[src/common/rtsg_defines.vh]
// Constants for the reference tick swallow generator.
// Assumes one 100 MHz system clock and an APB register port.
//
// Notes on behaviour
// - Idle moves to swallow when held dummy select is set, else stays.
// - Swallow moves to pass-rise on a reference rising edge, else stays.
// - Pass-rise moves to pass-fall on a reference rising edge, else stays.
// - Pass-fall returns to idle on a reference falling edge, else stays.
// - First rising edge after dummy select gives no output pulse.
// - Swallowed edge made up on next rise and following fall; idle passes rises.
// - Skip state machine runs on the system clock.
// - Besides leaving idle, state changes only on detected reference edges.
// - Test pulse follows the same conditions but ignores every inhibit.
// - Dummy select captured at chip select edge when select bits read 10110.
// - Dummy select cleared in pass-fall on a detected falling edge.
// - Held dummy select follows while timer phase high, holds while low; cleared on the pass-fall falling edge in either phase.
// - Held inhibit is OR of two active-low and one active-high input.
// - Count pulses blocked during timer reads and while sync is at stop.
// - Reference sampled at timer phase fall; compare with one-clock delayed copy.
// - Skip states coded 00 idle, 01 swallow, 11 pass-rise, 10 pass-fall.
// - Count pulses spaced no closer than 1 us; closer ones are not blocked, only flagged as a sticky error.
`ifndef RTSG_DEFINES_VH
`define RTSG_DEFINES_VH

// ****************************************************************
// Skip state codes
// ****************************************************************
`define RTSG_ST_IDLE 2'h0
`define RTSG_ST_SWALLOW 2'h1
`define RTSG_ST_PASS_RISE 2'h3
`define RTSG_ST_PASS_FALL 2'h2

// ****************************************************************
// Select pattern and register map
// ****************************************************************
`define RTSG_DUMMY_SEL 5'h16
`define RTSG_OFS_CTRL 12'h000
`define RTSG_OFS_STATUS 12'h004
`define RTSG_OFS_TICKS 12'h008
`define RTSG_OFS_SWALLOWS 12'h00C
`define RTSG_CTRL_INH_BIT 0
`define RTSG_CTRL_ARM_BIT 1
`define RTSG_STAT_ERR_BIT 5
`define RTSG_CTRL_RESET 1'h0

// ****************************************************************
// Timing
// ****************************************************************
`define RTSG_CLK_MHZ 100
`define RTSG_MIN_SPACE_US 1
`define RTSG_MIN_SPACE_CYC (`RTSG_MIN_SPACE_US * `RTSG_CLK_MHZ)
`define RTSG_SPACE_W 8
`define RTSG_MIN_SPACE_CNT 8'h64

`endif

[src/hdl/rtsg_top.v]
// Reference tick swallow generator: turns the reference clock into
// count pulses for a parallel timer chip, swallowing one edge per read.
// Assumes all pins synchronous to ref_clk and an APB master for software.
`timescale 1ns/10ps
`include "rtsg_defines.vh"

module rtsg_top (
    // Clock and reset
    input wire ref_clk,
    input wire rst,
    // APB slave
    input wire psel,
    input wire penable,
    input wire pwrite,
    input wire [11:0] paddr,
    input wire [31:0] pwdata,
    output wire pready,
    output wire pslverr,
    output wire [31:0] prdata,
    // Timer chip host side
    input wire chipSelN,
    input wire [5:1] regSelectBits,
    input wire timerClockPhase,
    // Reference clock and inhibits
    input wire refClock,
    input wire inhibitAN,
    input wire inhibitBN,
    input wire inhibitC,
    input wire syncRun,
    // Pulse outputs
    output wire countTick,
    output wire testTick,
    output wire [1:0] skipState
);

    // ****************************************************************
    // Helpers
    // ****************************************************************

    // Register index from an APB byte address
    function [1:0] regIndex;
        input [11:0] addr;
        begin
            regIndex = addr[3:2];
        end
    endfunction

    // Address lies inside the four-word map
    function isMapped;
        input [11:0] addr;
        begin
            isMapped = (addr[11:4] == 8'h00) && (addr[1:0] == 2'h0);
        end
    endfunction

    // ****************************************************************
    // Declarations
    // ****************************************************************
    reg phasePrev_r;
    reg csPrev_r;
    reg refSample_r;
    reg refDelay_r;
    reg dummySel_r;
    reg dummyHeld_r;
    reg inhHeld_r;
    reg [1:0] state_r;
    reg [1:0] state_nxt;
    reg countTick_r;
    reg testTick_r;
    reg swInhibit_r;
    reg spaceErr_r;
    reg [`RTSG_SPACE_W-1:0] spaceCnt_r;
    reg [31:0] tickCnt_r;
    reg [31:0] swallowCnt_r;
    reg [31:0] prdata_r;
    reg [31:0] rdMux;
    wire phaseFall;
    wire csEdge;
    wire refRise;
    wire refFall;
    wire passEdge;
    wire inhAny;
    wire wrCycle;
    wire armPulse;
    wire dummyClear;
    wire spaceShort;

    // ****************************************************************
    // Edge detection
    // ****************************************************************

    // Phase and chip select history
    always @(posedge ref_clk) begin
        if (rst) begin
            phasePrev_r <= 1'b0;
            csPrev_r <= 1'b1;
        end else begin
            phasePrev_r <= timerClockPhase;
            csPrev_r <= chipSelN;
        end
    end

    assign phaseFall = phasePrev_r & ~timerClockPhase;
    assign csEdge = csPrev_r & ~chipSelN; // Leading edge of select

    // Reference sample at phase fall, copy one clock later
    always @(posedge ref_clk) begin
        if (rst) begin
            refSample_r <= 1'b0;
            refDelay_r <= 1'b0;
        end else begin
            if (phaseFall) begin
                refSample_r <= refClock;
            end
            refDelay_r <= refSample_r;
        end
    end

    // Each edge flag holds one clock only, since the copy catches up
    assign refRise = refSample_r & ~refDelay_r;
    assign refFall = ~refSample_r & refDelay_r;

    // ****************************************************************
    // Dummy select and inhibit holding
    // ****************************************************************
    assign wrCycle = psel & penable & pwrite & isMapped(paddr);
    assign armPulse = wrCycle && (regIndex(paddr) == 2'h0) && pwdata[`RTSG_CTRL_ARM_BIT];
    assign dummyClear = (state_r == `RTSG_ST_PASS_FALL) & refFall;

    // Captured at select edge; a fresh select beats the clear
    always @(posedge ref_clk) begin
        if (rst) begin
            dummySel_r <= 1'b0;
        end else if ((csEdge && regSelectBits == `RTSG_DUMMY_SEL) || armPulse) begin
            dummySel_r <= 1'b1;
        end else if (dummyClear) begin
            dummySel_r <= 1'b0;
        end
    end

    // Inhibit sources; sync at stop also blocks counting
    assign inhAny = ~inhibitAN | ~inhibitBN | inhibitC;

    // Transparent while phase high, frozen while low; the held select is
    // dropped with the flag, else a stale copy re-arms idle a cycle later
    always @(posedge ref_clk) begin
        if (rst) begin
            dummyHeld_r <= 1'b0;
            inhHeld_r <= 1'b0;
        end else begin
            if (dummyClear) begin
                dummyHeld_r <= 1'b0;
            end else if (timerClockPhase) begin
                dummyHeld_r <= dummySel_r;
            end
            if (timerClockPhase) begin
                inhHeld_r <= inhAny;
            end
        end
    end

    // ****************************************************************
    // Skip state machine
    // ****************************************************************

    // Next state; only edges move it once idle is left
    always @* begin
        state_nxt = state_r;
        case (state_r)
            `RTSG_ST_IDLE: begin
                if (dummyHeld_r) begin
                    state_nxt = `RTSG_ST_SWALLOW;
                end
            end
            `RTSG_ST_SWALLOW: begin
                if (refRise) begin
                    state_nxt = `RTSG_ST_PASS_RISE;
                end
            end
            `RTSG_ST_PASS_RISE: begin
                if (refRise) begin
                    state_nxt = `RTSG_ST_PASS_FALL;
                end
            end
            `RTSG_ST_PASS_FALL: begin
                if (refFall) begin
                    state_nxt = `RTSG_ST_IDLE;
                end
            end
            default: begin
                state_nxt = `RTSG_ST_IDLE;
            end
        endcase
    end

    // State register on the system clock
    always @(posedge ref_clk) begin
        if (rst) begin
            state_r <= `RTSG_ST_IDLE;
        end else begin
            state_r <= state_nxt;
        end
    end

    // ****************************************************************
    // Pulse generation
    // ****************************************************************

    // Swallow state passes nothing, so the first rise is dropped
    assign passEdge = ((state_r == `RTSG_ST_IDLE) & refRise)
        | ((state_r == `RTSG_ST_PASS_RISE) & refRise)
        | ((state_r == `RTSG_ST_PASS_FALL) & refFall);

    // Registered pulses, one clock each
    always @(posedge ref_clk) begin
        if (rst) begin
            countTick_r <= 1'b0;
            testTick_r <= 1'b0;
        end else begin
            countTick_r <= passEdge & ~inhHeld_r & ~swInhibit_r & syncRun;
            testTick_r <= passEdge;
        end
    end

    assign countTick = countTick_r;
    assign testTick = testTick_r;
    assign skipState = state_r;

    // ****************************************************************
    // Pulse spacing watch
    // ****************************************************************

    // Cycles since last count pulse, saturating at the minimum
    always @(posedge ref_clk) begin
        if (rst) begin
            spaceCnt_r <= `RTSG_MIN_SPACE_CNT;
        end else if (countTick_r) begin
            spaceCnt_r <= {{(`RTSG_SPACE_W-1){1'b0}}, 1'b1};
        end else if (spaceCnt_r < `RTSG_MIN_SPACE_CNT) begin
            spaceCnt_r <= spaceCnt_r + 1'b1;
        end
    end

    // Reference far slower than 1 us in practice; this only flags faults
    assign spaceShort = countTick_r && (spaceCnt_r < `RTSG_MIN_SPACE_CNT);

    // ****************************************************************
    // Software state
    // ****************************************************************

    // Control, sticky spacing error, event counters
    always @(posedge ref_clk) begin
        if (rst) begin
            swInhibit_r <= `RTSG_CTRL_RESET;
            spaceErr_r <= 1'b0;
            tickCnt_r <= 32'h00000000;
            swallowCnt_r <= 32'h00000000;
        end else begin
            if (wrCycle && regIndex(paddr) == 2'h0) begin
                swInhibit_r <= pwdata[`RTSG_CTRL_INH_BIT];
            end
            // Set wins over write-one clear
            if (spaceShort) begin
                spaceErr_r <= 1'b1;
            end else if (wrCycle && regIndex(paddr) == 2'h1 && pwdata[`RTSG_STAT_ERR_BIT]) begin
                spaceErr_r <= 1'b0;
            end
            // Count wins over a clearing write
            if (countTick_r) begin
                tickCnt_r <= tickCnt_r + 32'h00000001;
            end else if (wrCycle && regIndex(paddr) == 2'h2) begin
                tickCnt_r <= 32'h00000000;
            end
            if (state_r == `RTSG_ST_SWALLOW && refRise) begin
                swallowCnt_r <= swallowCnt_r + 32'h00000001;
            end else if (wrCycle && regIndex(paddr) == 2'h3) begin
                swallowCnt_r <= 32'h00000000;
            end
        end
    end

    // ****************************************************************
    // APB read path
    // ****************************************************************

    // Read mux, unmapped reads give zero
    always @* begin
        rdMux = 32'h00000000;
        if (isMapped(paddr)) begin
            case (regIndex(paddr))
                2'h0: rdMux = {31'h00000000, swInhibit_r};
                2'h1: rdMux = {26'h0000000, spaceErr_r, inhHeld_r, dummyHeld_r,
                    dummySel_r, state_r};
                2'h2: rdMux = tickCnt_r;
                default: rdMux = swallowCnt_r;
            endcase
        end
    end

    // Data captured in setup so it comes from a flop in access
    always @(posedge ref_clk) begin
        if (rst) begin
            prdata_r <= 32'h00000000;
        end else if (psel && !penable && !pwrite) begin
            prdata_r <= rdMux;
        end
    end

    // Zero wait states
    assign pready = psel & penable;
    assign pslverr = psel & penable & ~isMapped(paddr);
    assign prdata = prdata_r;

endmodule

[config.mk]
export PLATFORM = sky130hd
export DESIGN_NAME = rtsg_top
export DESIGN_NICKNAME = d
export VERILOG_FILES = /design/src/hdl/rtsg_top.v
export VERILOG_INCLUDE_DIRS = /design/src /design/src/common
export SDC_FILE = /design/constraint.sdc
export NUM_CORES = 1
export LEC_CHECK = 0
export ABC_CLOCK_PERIOD_IN_PS = 6400
export BUFFER_PORTS_ARGS = -buffer_cell sky130_fd_sc_hd__buf_4
export CORE_ASPECT_RATIO = 1.75
export CORE_MARGIN = 2
export CORE_UTILIZATION = 40
export CTS_CLUSTER_SIZE = 24
export DETAILED_ROUTE_END_ITERATION = 16
export PLACE_DENSITY = 0.66
export SYNTH_ARGS = -nofsm -noshare
export SYNTH_HDL_FRONTEND = slang
export SYNTH_SLANG_ARGS = --single-unit
[constraint.sdc]
create_clock -name ref_clk -period 6.4 [get_ports ref_clk]
set_clock_uncertainty 0.15 [all_clocks]
set_input_delay 1.28 -clock ref_clk [delete_from_list [all_inputs] [get_ports ref_clk]]
set_output_delay 1.28 -clock ref_clk [all_outputs]
set_load 0.01 [all_outputs]
# [Word level (Yosys, flattened, before mapping)]
# Cells that the tools add are included.
# Widths: inputs -> output; s select.
[totals] ramBits=0 rom_bits=0 register_bits=117 latch_bits=0 wordCells=103 mem_count=0
[classes] shifts=0 eq_ne=11 reduce_logical=27 bitwise_logic=27 magnitude_cmp=1 div_mod_pow=0 add_sub_neg=3 mul=0 n_mux=17
[ops] op="$mux 32" count=5
[ops] op="$pmux 32 s3" count=1
[ops] op="$add 32x1->32 const B" count=2
[ops] op="$and 1x1->1" count=14
[ops] op="$mux 7" count=2
[ops] op="$logic_and 1x1->1" count=12
[ops] op="$reduce_bool 2->1" count=5
[ops] op="$not 1->1" count=9
[ops] op="$add 8x1->8 const B" count=1
[ops] op="$eq 2x2->1 const B" count=4
[ops] op="$logic_not 8->1" count=1
[ops] op="$lt 8x7->1 const B" count=1
[ops] op="$mux 2" count=4
[ops] op="$ne 2x2->1 const B" count=4
[ops] op="$pmux 2 s4" count=1
[ops] op="$logic_not 2->1" count=3
[ops] op="$eq 5x5->1 const B" count=1
[ops] op="$eq 2x1->1 const B" count=2
[ops] op="$mux 1" count=4
[ops] op="$or 1x1->1" count=4
[ops] op="$reduce_and 4->1" count=1
[ops] op="$reduce_or 2->1" count=2
[ops] op="$logic_not 1->1" count=2
[ops] op="$logic_or 1x1->1" count=1

# [Depth between registers and ports, before layout]
[depth] depth_word=8 ltp_mapped=7 depth_no_buf=5

# [Worst setup path before layout]
# No wires, ideal clock.
[synth_path] kind="in2out" start="in paddr[5]" end="out pslverr" required_time_ps=4970 arrival_time_ps=2170 path_stages=3 setup_slack_ps=2800 cell_sequence="nor4_1 -> nand3_1 -> and2_1"
[synth_between] elab_chain_len=4
[synth_lines] item="from (decl)" line_no="rtsg_top.v:15" rtl="input wire [11:0] paddr,"
[synth_lines] item="$logic_not 8->1" line_no="rtsg_top.v:52" rtl="isMapped = (addr[11:4] == 8'h00) && (addr[1:0] == 2'h0);"
[synth_lines] item="$logic_and 1x1->1" line_no="rtsg_top.v:52"
[synth_lines] item="$not 1->1" line_no="rtsg_top.v:311" rtl="assign pslverr = psel & penable & ~isMapped(paddr);"
[synth_lines] item="$and 1x1->1" line_no="rtsg_top.v:311"
[synth_lines] item="to (decl)" line_no="rtsg_top.v:18" rtl="output wire pslverr,"
# No other way between the ends.

# [Worst setup path in the final report]
# Ends and elaborated chain as after synthesis.

==> results.txt <==
largest net degree at the start of global routing - 59
Worst Hold Launch - prdata[7]
DR vias/cell - 5.93
required time at the worst-slack endpoint - 4970 ps
layout cells sized above 1 - 0.190
IO Pins - 99
final WL - 16.5 mm
Max-Cap Viols - 0
pwr/cell area - 251 mW/mm2
most frequent cells in the layout - dfxtp_1 (117), nand2_1 (75), buf_4 (71)
r2r setup slk - 3730 ps
Worst Tran Pin Value - 953 ps
antenna cells - 0
DR iter-0 viols - 364
Final TNS setup - 0 ps
hold path endpoint - prdata[7]
Num CTS Buffers - 17
reg2reg end - tickCnt_r[25]
hold depth - 2
CP max stage cell - nor4_1
Final Cycle Share - 0.640
Wirelength per Cell - 18.0 um
Slew Limit Fails - 0
H-Tree Depth - 4
Post-synth ARST share - 0
Post-Layout Cell Count - 918
most frequent CP cell - buf_4
largest cells by area after synthesis - dfxtp_1 (41%), mux2i_1 (7.3%), nand2_1 (4.9%)
worst r2r path cells - 4
hold buffer count at CTS - 0
leading area contributor after synthesis - dfxtp_1
Critical Path Fanout Max - 5
RD Place Congestion - 0.835
core footprint - 0.0142 mm2
die footprint - 0.0154 mm2
Filler Cells Inserted - 1413
commonest non-fill, non-tap cell in the layout - dfxtp_1
CP delay by family, top - simple AND/OR/NAND/NOR gates
CP Class - in2out
slowest cell delay on critical path - 660 ps
Worst slew margin - 0.363
drt pass-1 iters - 5
status - finished clean
Area growth, synth to finish - 20.9%
CP Launch Type - input port
stages on the worst setup path - 5
worst reg2reg path startpoint - countTick
critical path arrival - 2670 ps
die width - 94.6 um
IO buf count - 69
number of gates resized after cts - 0
Cells after Synth - 673
Setup-failing EPs final - 0
initial core utilization - 0.404
CP Buf/Inv Count - 2
Top FF cell, synth - dfxtp_1
clk buf depth - 2
Die H - 162 um
GRT Util Overall - 0.225
DR vias - 5448
DRC violations left - 0
CTS tree - built
Clk pin slew, worst setup/hold paths - 50 ps
kind of path behind the tightest hold check - reg2reg
Post-CTS Setup Bufs - 0
vias in the first global route - 5403
register area share after synthesis - 0.408
Yosys reg bits - 117
Mapped Area - 0.00574 mm2
YS warnings - 0
Netlist cell types - 57
Avg Inst Size Synth - 8.53 um2
post-synth net total - 737
post-route ant nets - 0
final hold violations - 0
Post-Place Cells - 886
Fmax - 0.244 GHz
nets - 789
critical-path cell list - buf_4 -> nor4_1 -> nand3_1 -> and2_1 -> buf_4
Pleak - 2.42 nW
Rows - 58
clock latency on the worst-skew pair - 410 ps
CP Capture Type - output pin
worst vdd ir - 0.206 mV
Yosys top cell area share - 0.408
clk root buf - clkbuf_16
min cycle time layout - 4100 ps
initial antenna violation count - 0
grt total ovfl - 0
first-pass GRT wire length - 26.9 mm
Post-synth EDFFs - 0
Post-DP HPWL - 11.7 mm
Num Clock Sinks - 117
RSZ-0062 raised after global routing - no
## power by group
part           internal (mW)  switching [mW]  total (mW)
Clock                  0.586           0.359       0.945
Combinational         0.0270          0.0358      0.0628
Sequential             0.731         0.00270       0.734
Total                   1.34           0.398        1.74
## cells by family (layout without fill, tap and decap cells)
| group | after synthesis | after routing | synth area share |
|---|---|---|---|
| and+or+nand+nor | 304 | 304 | 0.296 |
| AOI/OAI and AO/OA | 137 | 137 | 0.143 |
| DFF | 117 | 117 | 0.408 |
| muxes | 49 | 49 | 0.0889 |
| buffers and inverters | 46 | 111 | 0.0320 |
| xor gates and xnor gates | 17 | 17 | 0.0259 |
| adders and majority gates | 3 | 3 | 0.00654 |
## worst reg2reg max path, delay by kind of cell (launching register included)
| family | cells | cell delay (ps) |
|---|---|---|
| flops | 1 | 540 |
| simple gates | 3 | 1650 |
| compound gates | 1 | 200 |
## routing by layer
| layer | share of wire | track usage |
|---|---|---|
| met1 | 0.39 | 0.248 |
| met4 | 0.034 | 0.106 |
| met5 | 0 | 0 |
| met2 | 0.53 | 0.406 |
| met3 | 0.047 | 0.0435 |
## worst max path at each step
stage | start | to | slack [ps]
6_report | paddr[5] | pslverr | 2300
5_1_grt | paddr[5] | pslverr | 2120
4_1_cts | paddr[5] | pslverr | 2340
3_5_place_dp | paddr[5] | pslverr | 2350
3_3_place_gp | paddr[5] | pslverr | 2360
2_1_floorplan | paddr[5] | pslverr | 2800
## stage by stage
step	worst slack (ps)	power, mW	utilization	cell area, um2	hold WS (ps)
finish	2300	1.74	0.488	6940	301
global route	2120	1.79	0.488	6940	333
CTS	2340	1.75	0.488	6940	308
detailed placement	2350	0.812	0.446	6350	299
global placement	2360	0.810	0.446	6350	291
floorplan	2800	0.784	-	5740	289
## final cells by class
cell class                      count  area, um2  area share
Tap cell                          180        225      0.0324
Inverter                            8       30.0     0.00433
Timing Repair Buffer               71        533      0.0768
Clock buffer                       18        439      0.0633
Multi-Input combinational cell    510       3220       0.463
Sequential cell                   117       2340       0.337
Clock inverter                     14        155      0.0224
## synth_stat cells, types with 18 or more instances
cell	count
nand2_1	75
o21ai_0	51
mux2i_1	42
nand3_1	44
nor2_1	24
dfxtp_1	117
clkbuf_1	25
or4_1	18
or2_2	19
nand4_1	26
a21oi_1	41
nor3_1	18
## flip-flops by register name, summed over array words and instances (netlist names)
name / count
countTick: 1
csPrev_r: 1
dummyHeld_r: 1
dummySel_r: 1
inhHeld_r: 1
phasePrev_r: 1
prdata: 32
refDelay_r: 1
refSample_r: 1
skipState: 2
spaceCnt_r: 8
spaceErr_r: 1
swInhibit_r: 1
swallowCnt_r: 32
testTick: 1
tickCnt_r: 32
Note: power is estimated with default switching activity, not from simulation.
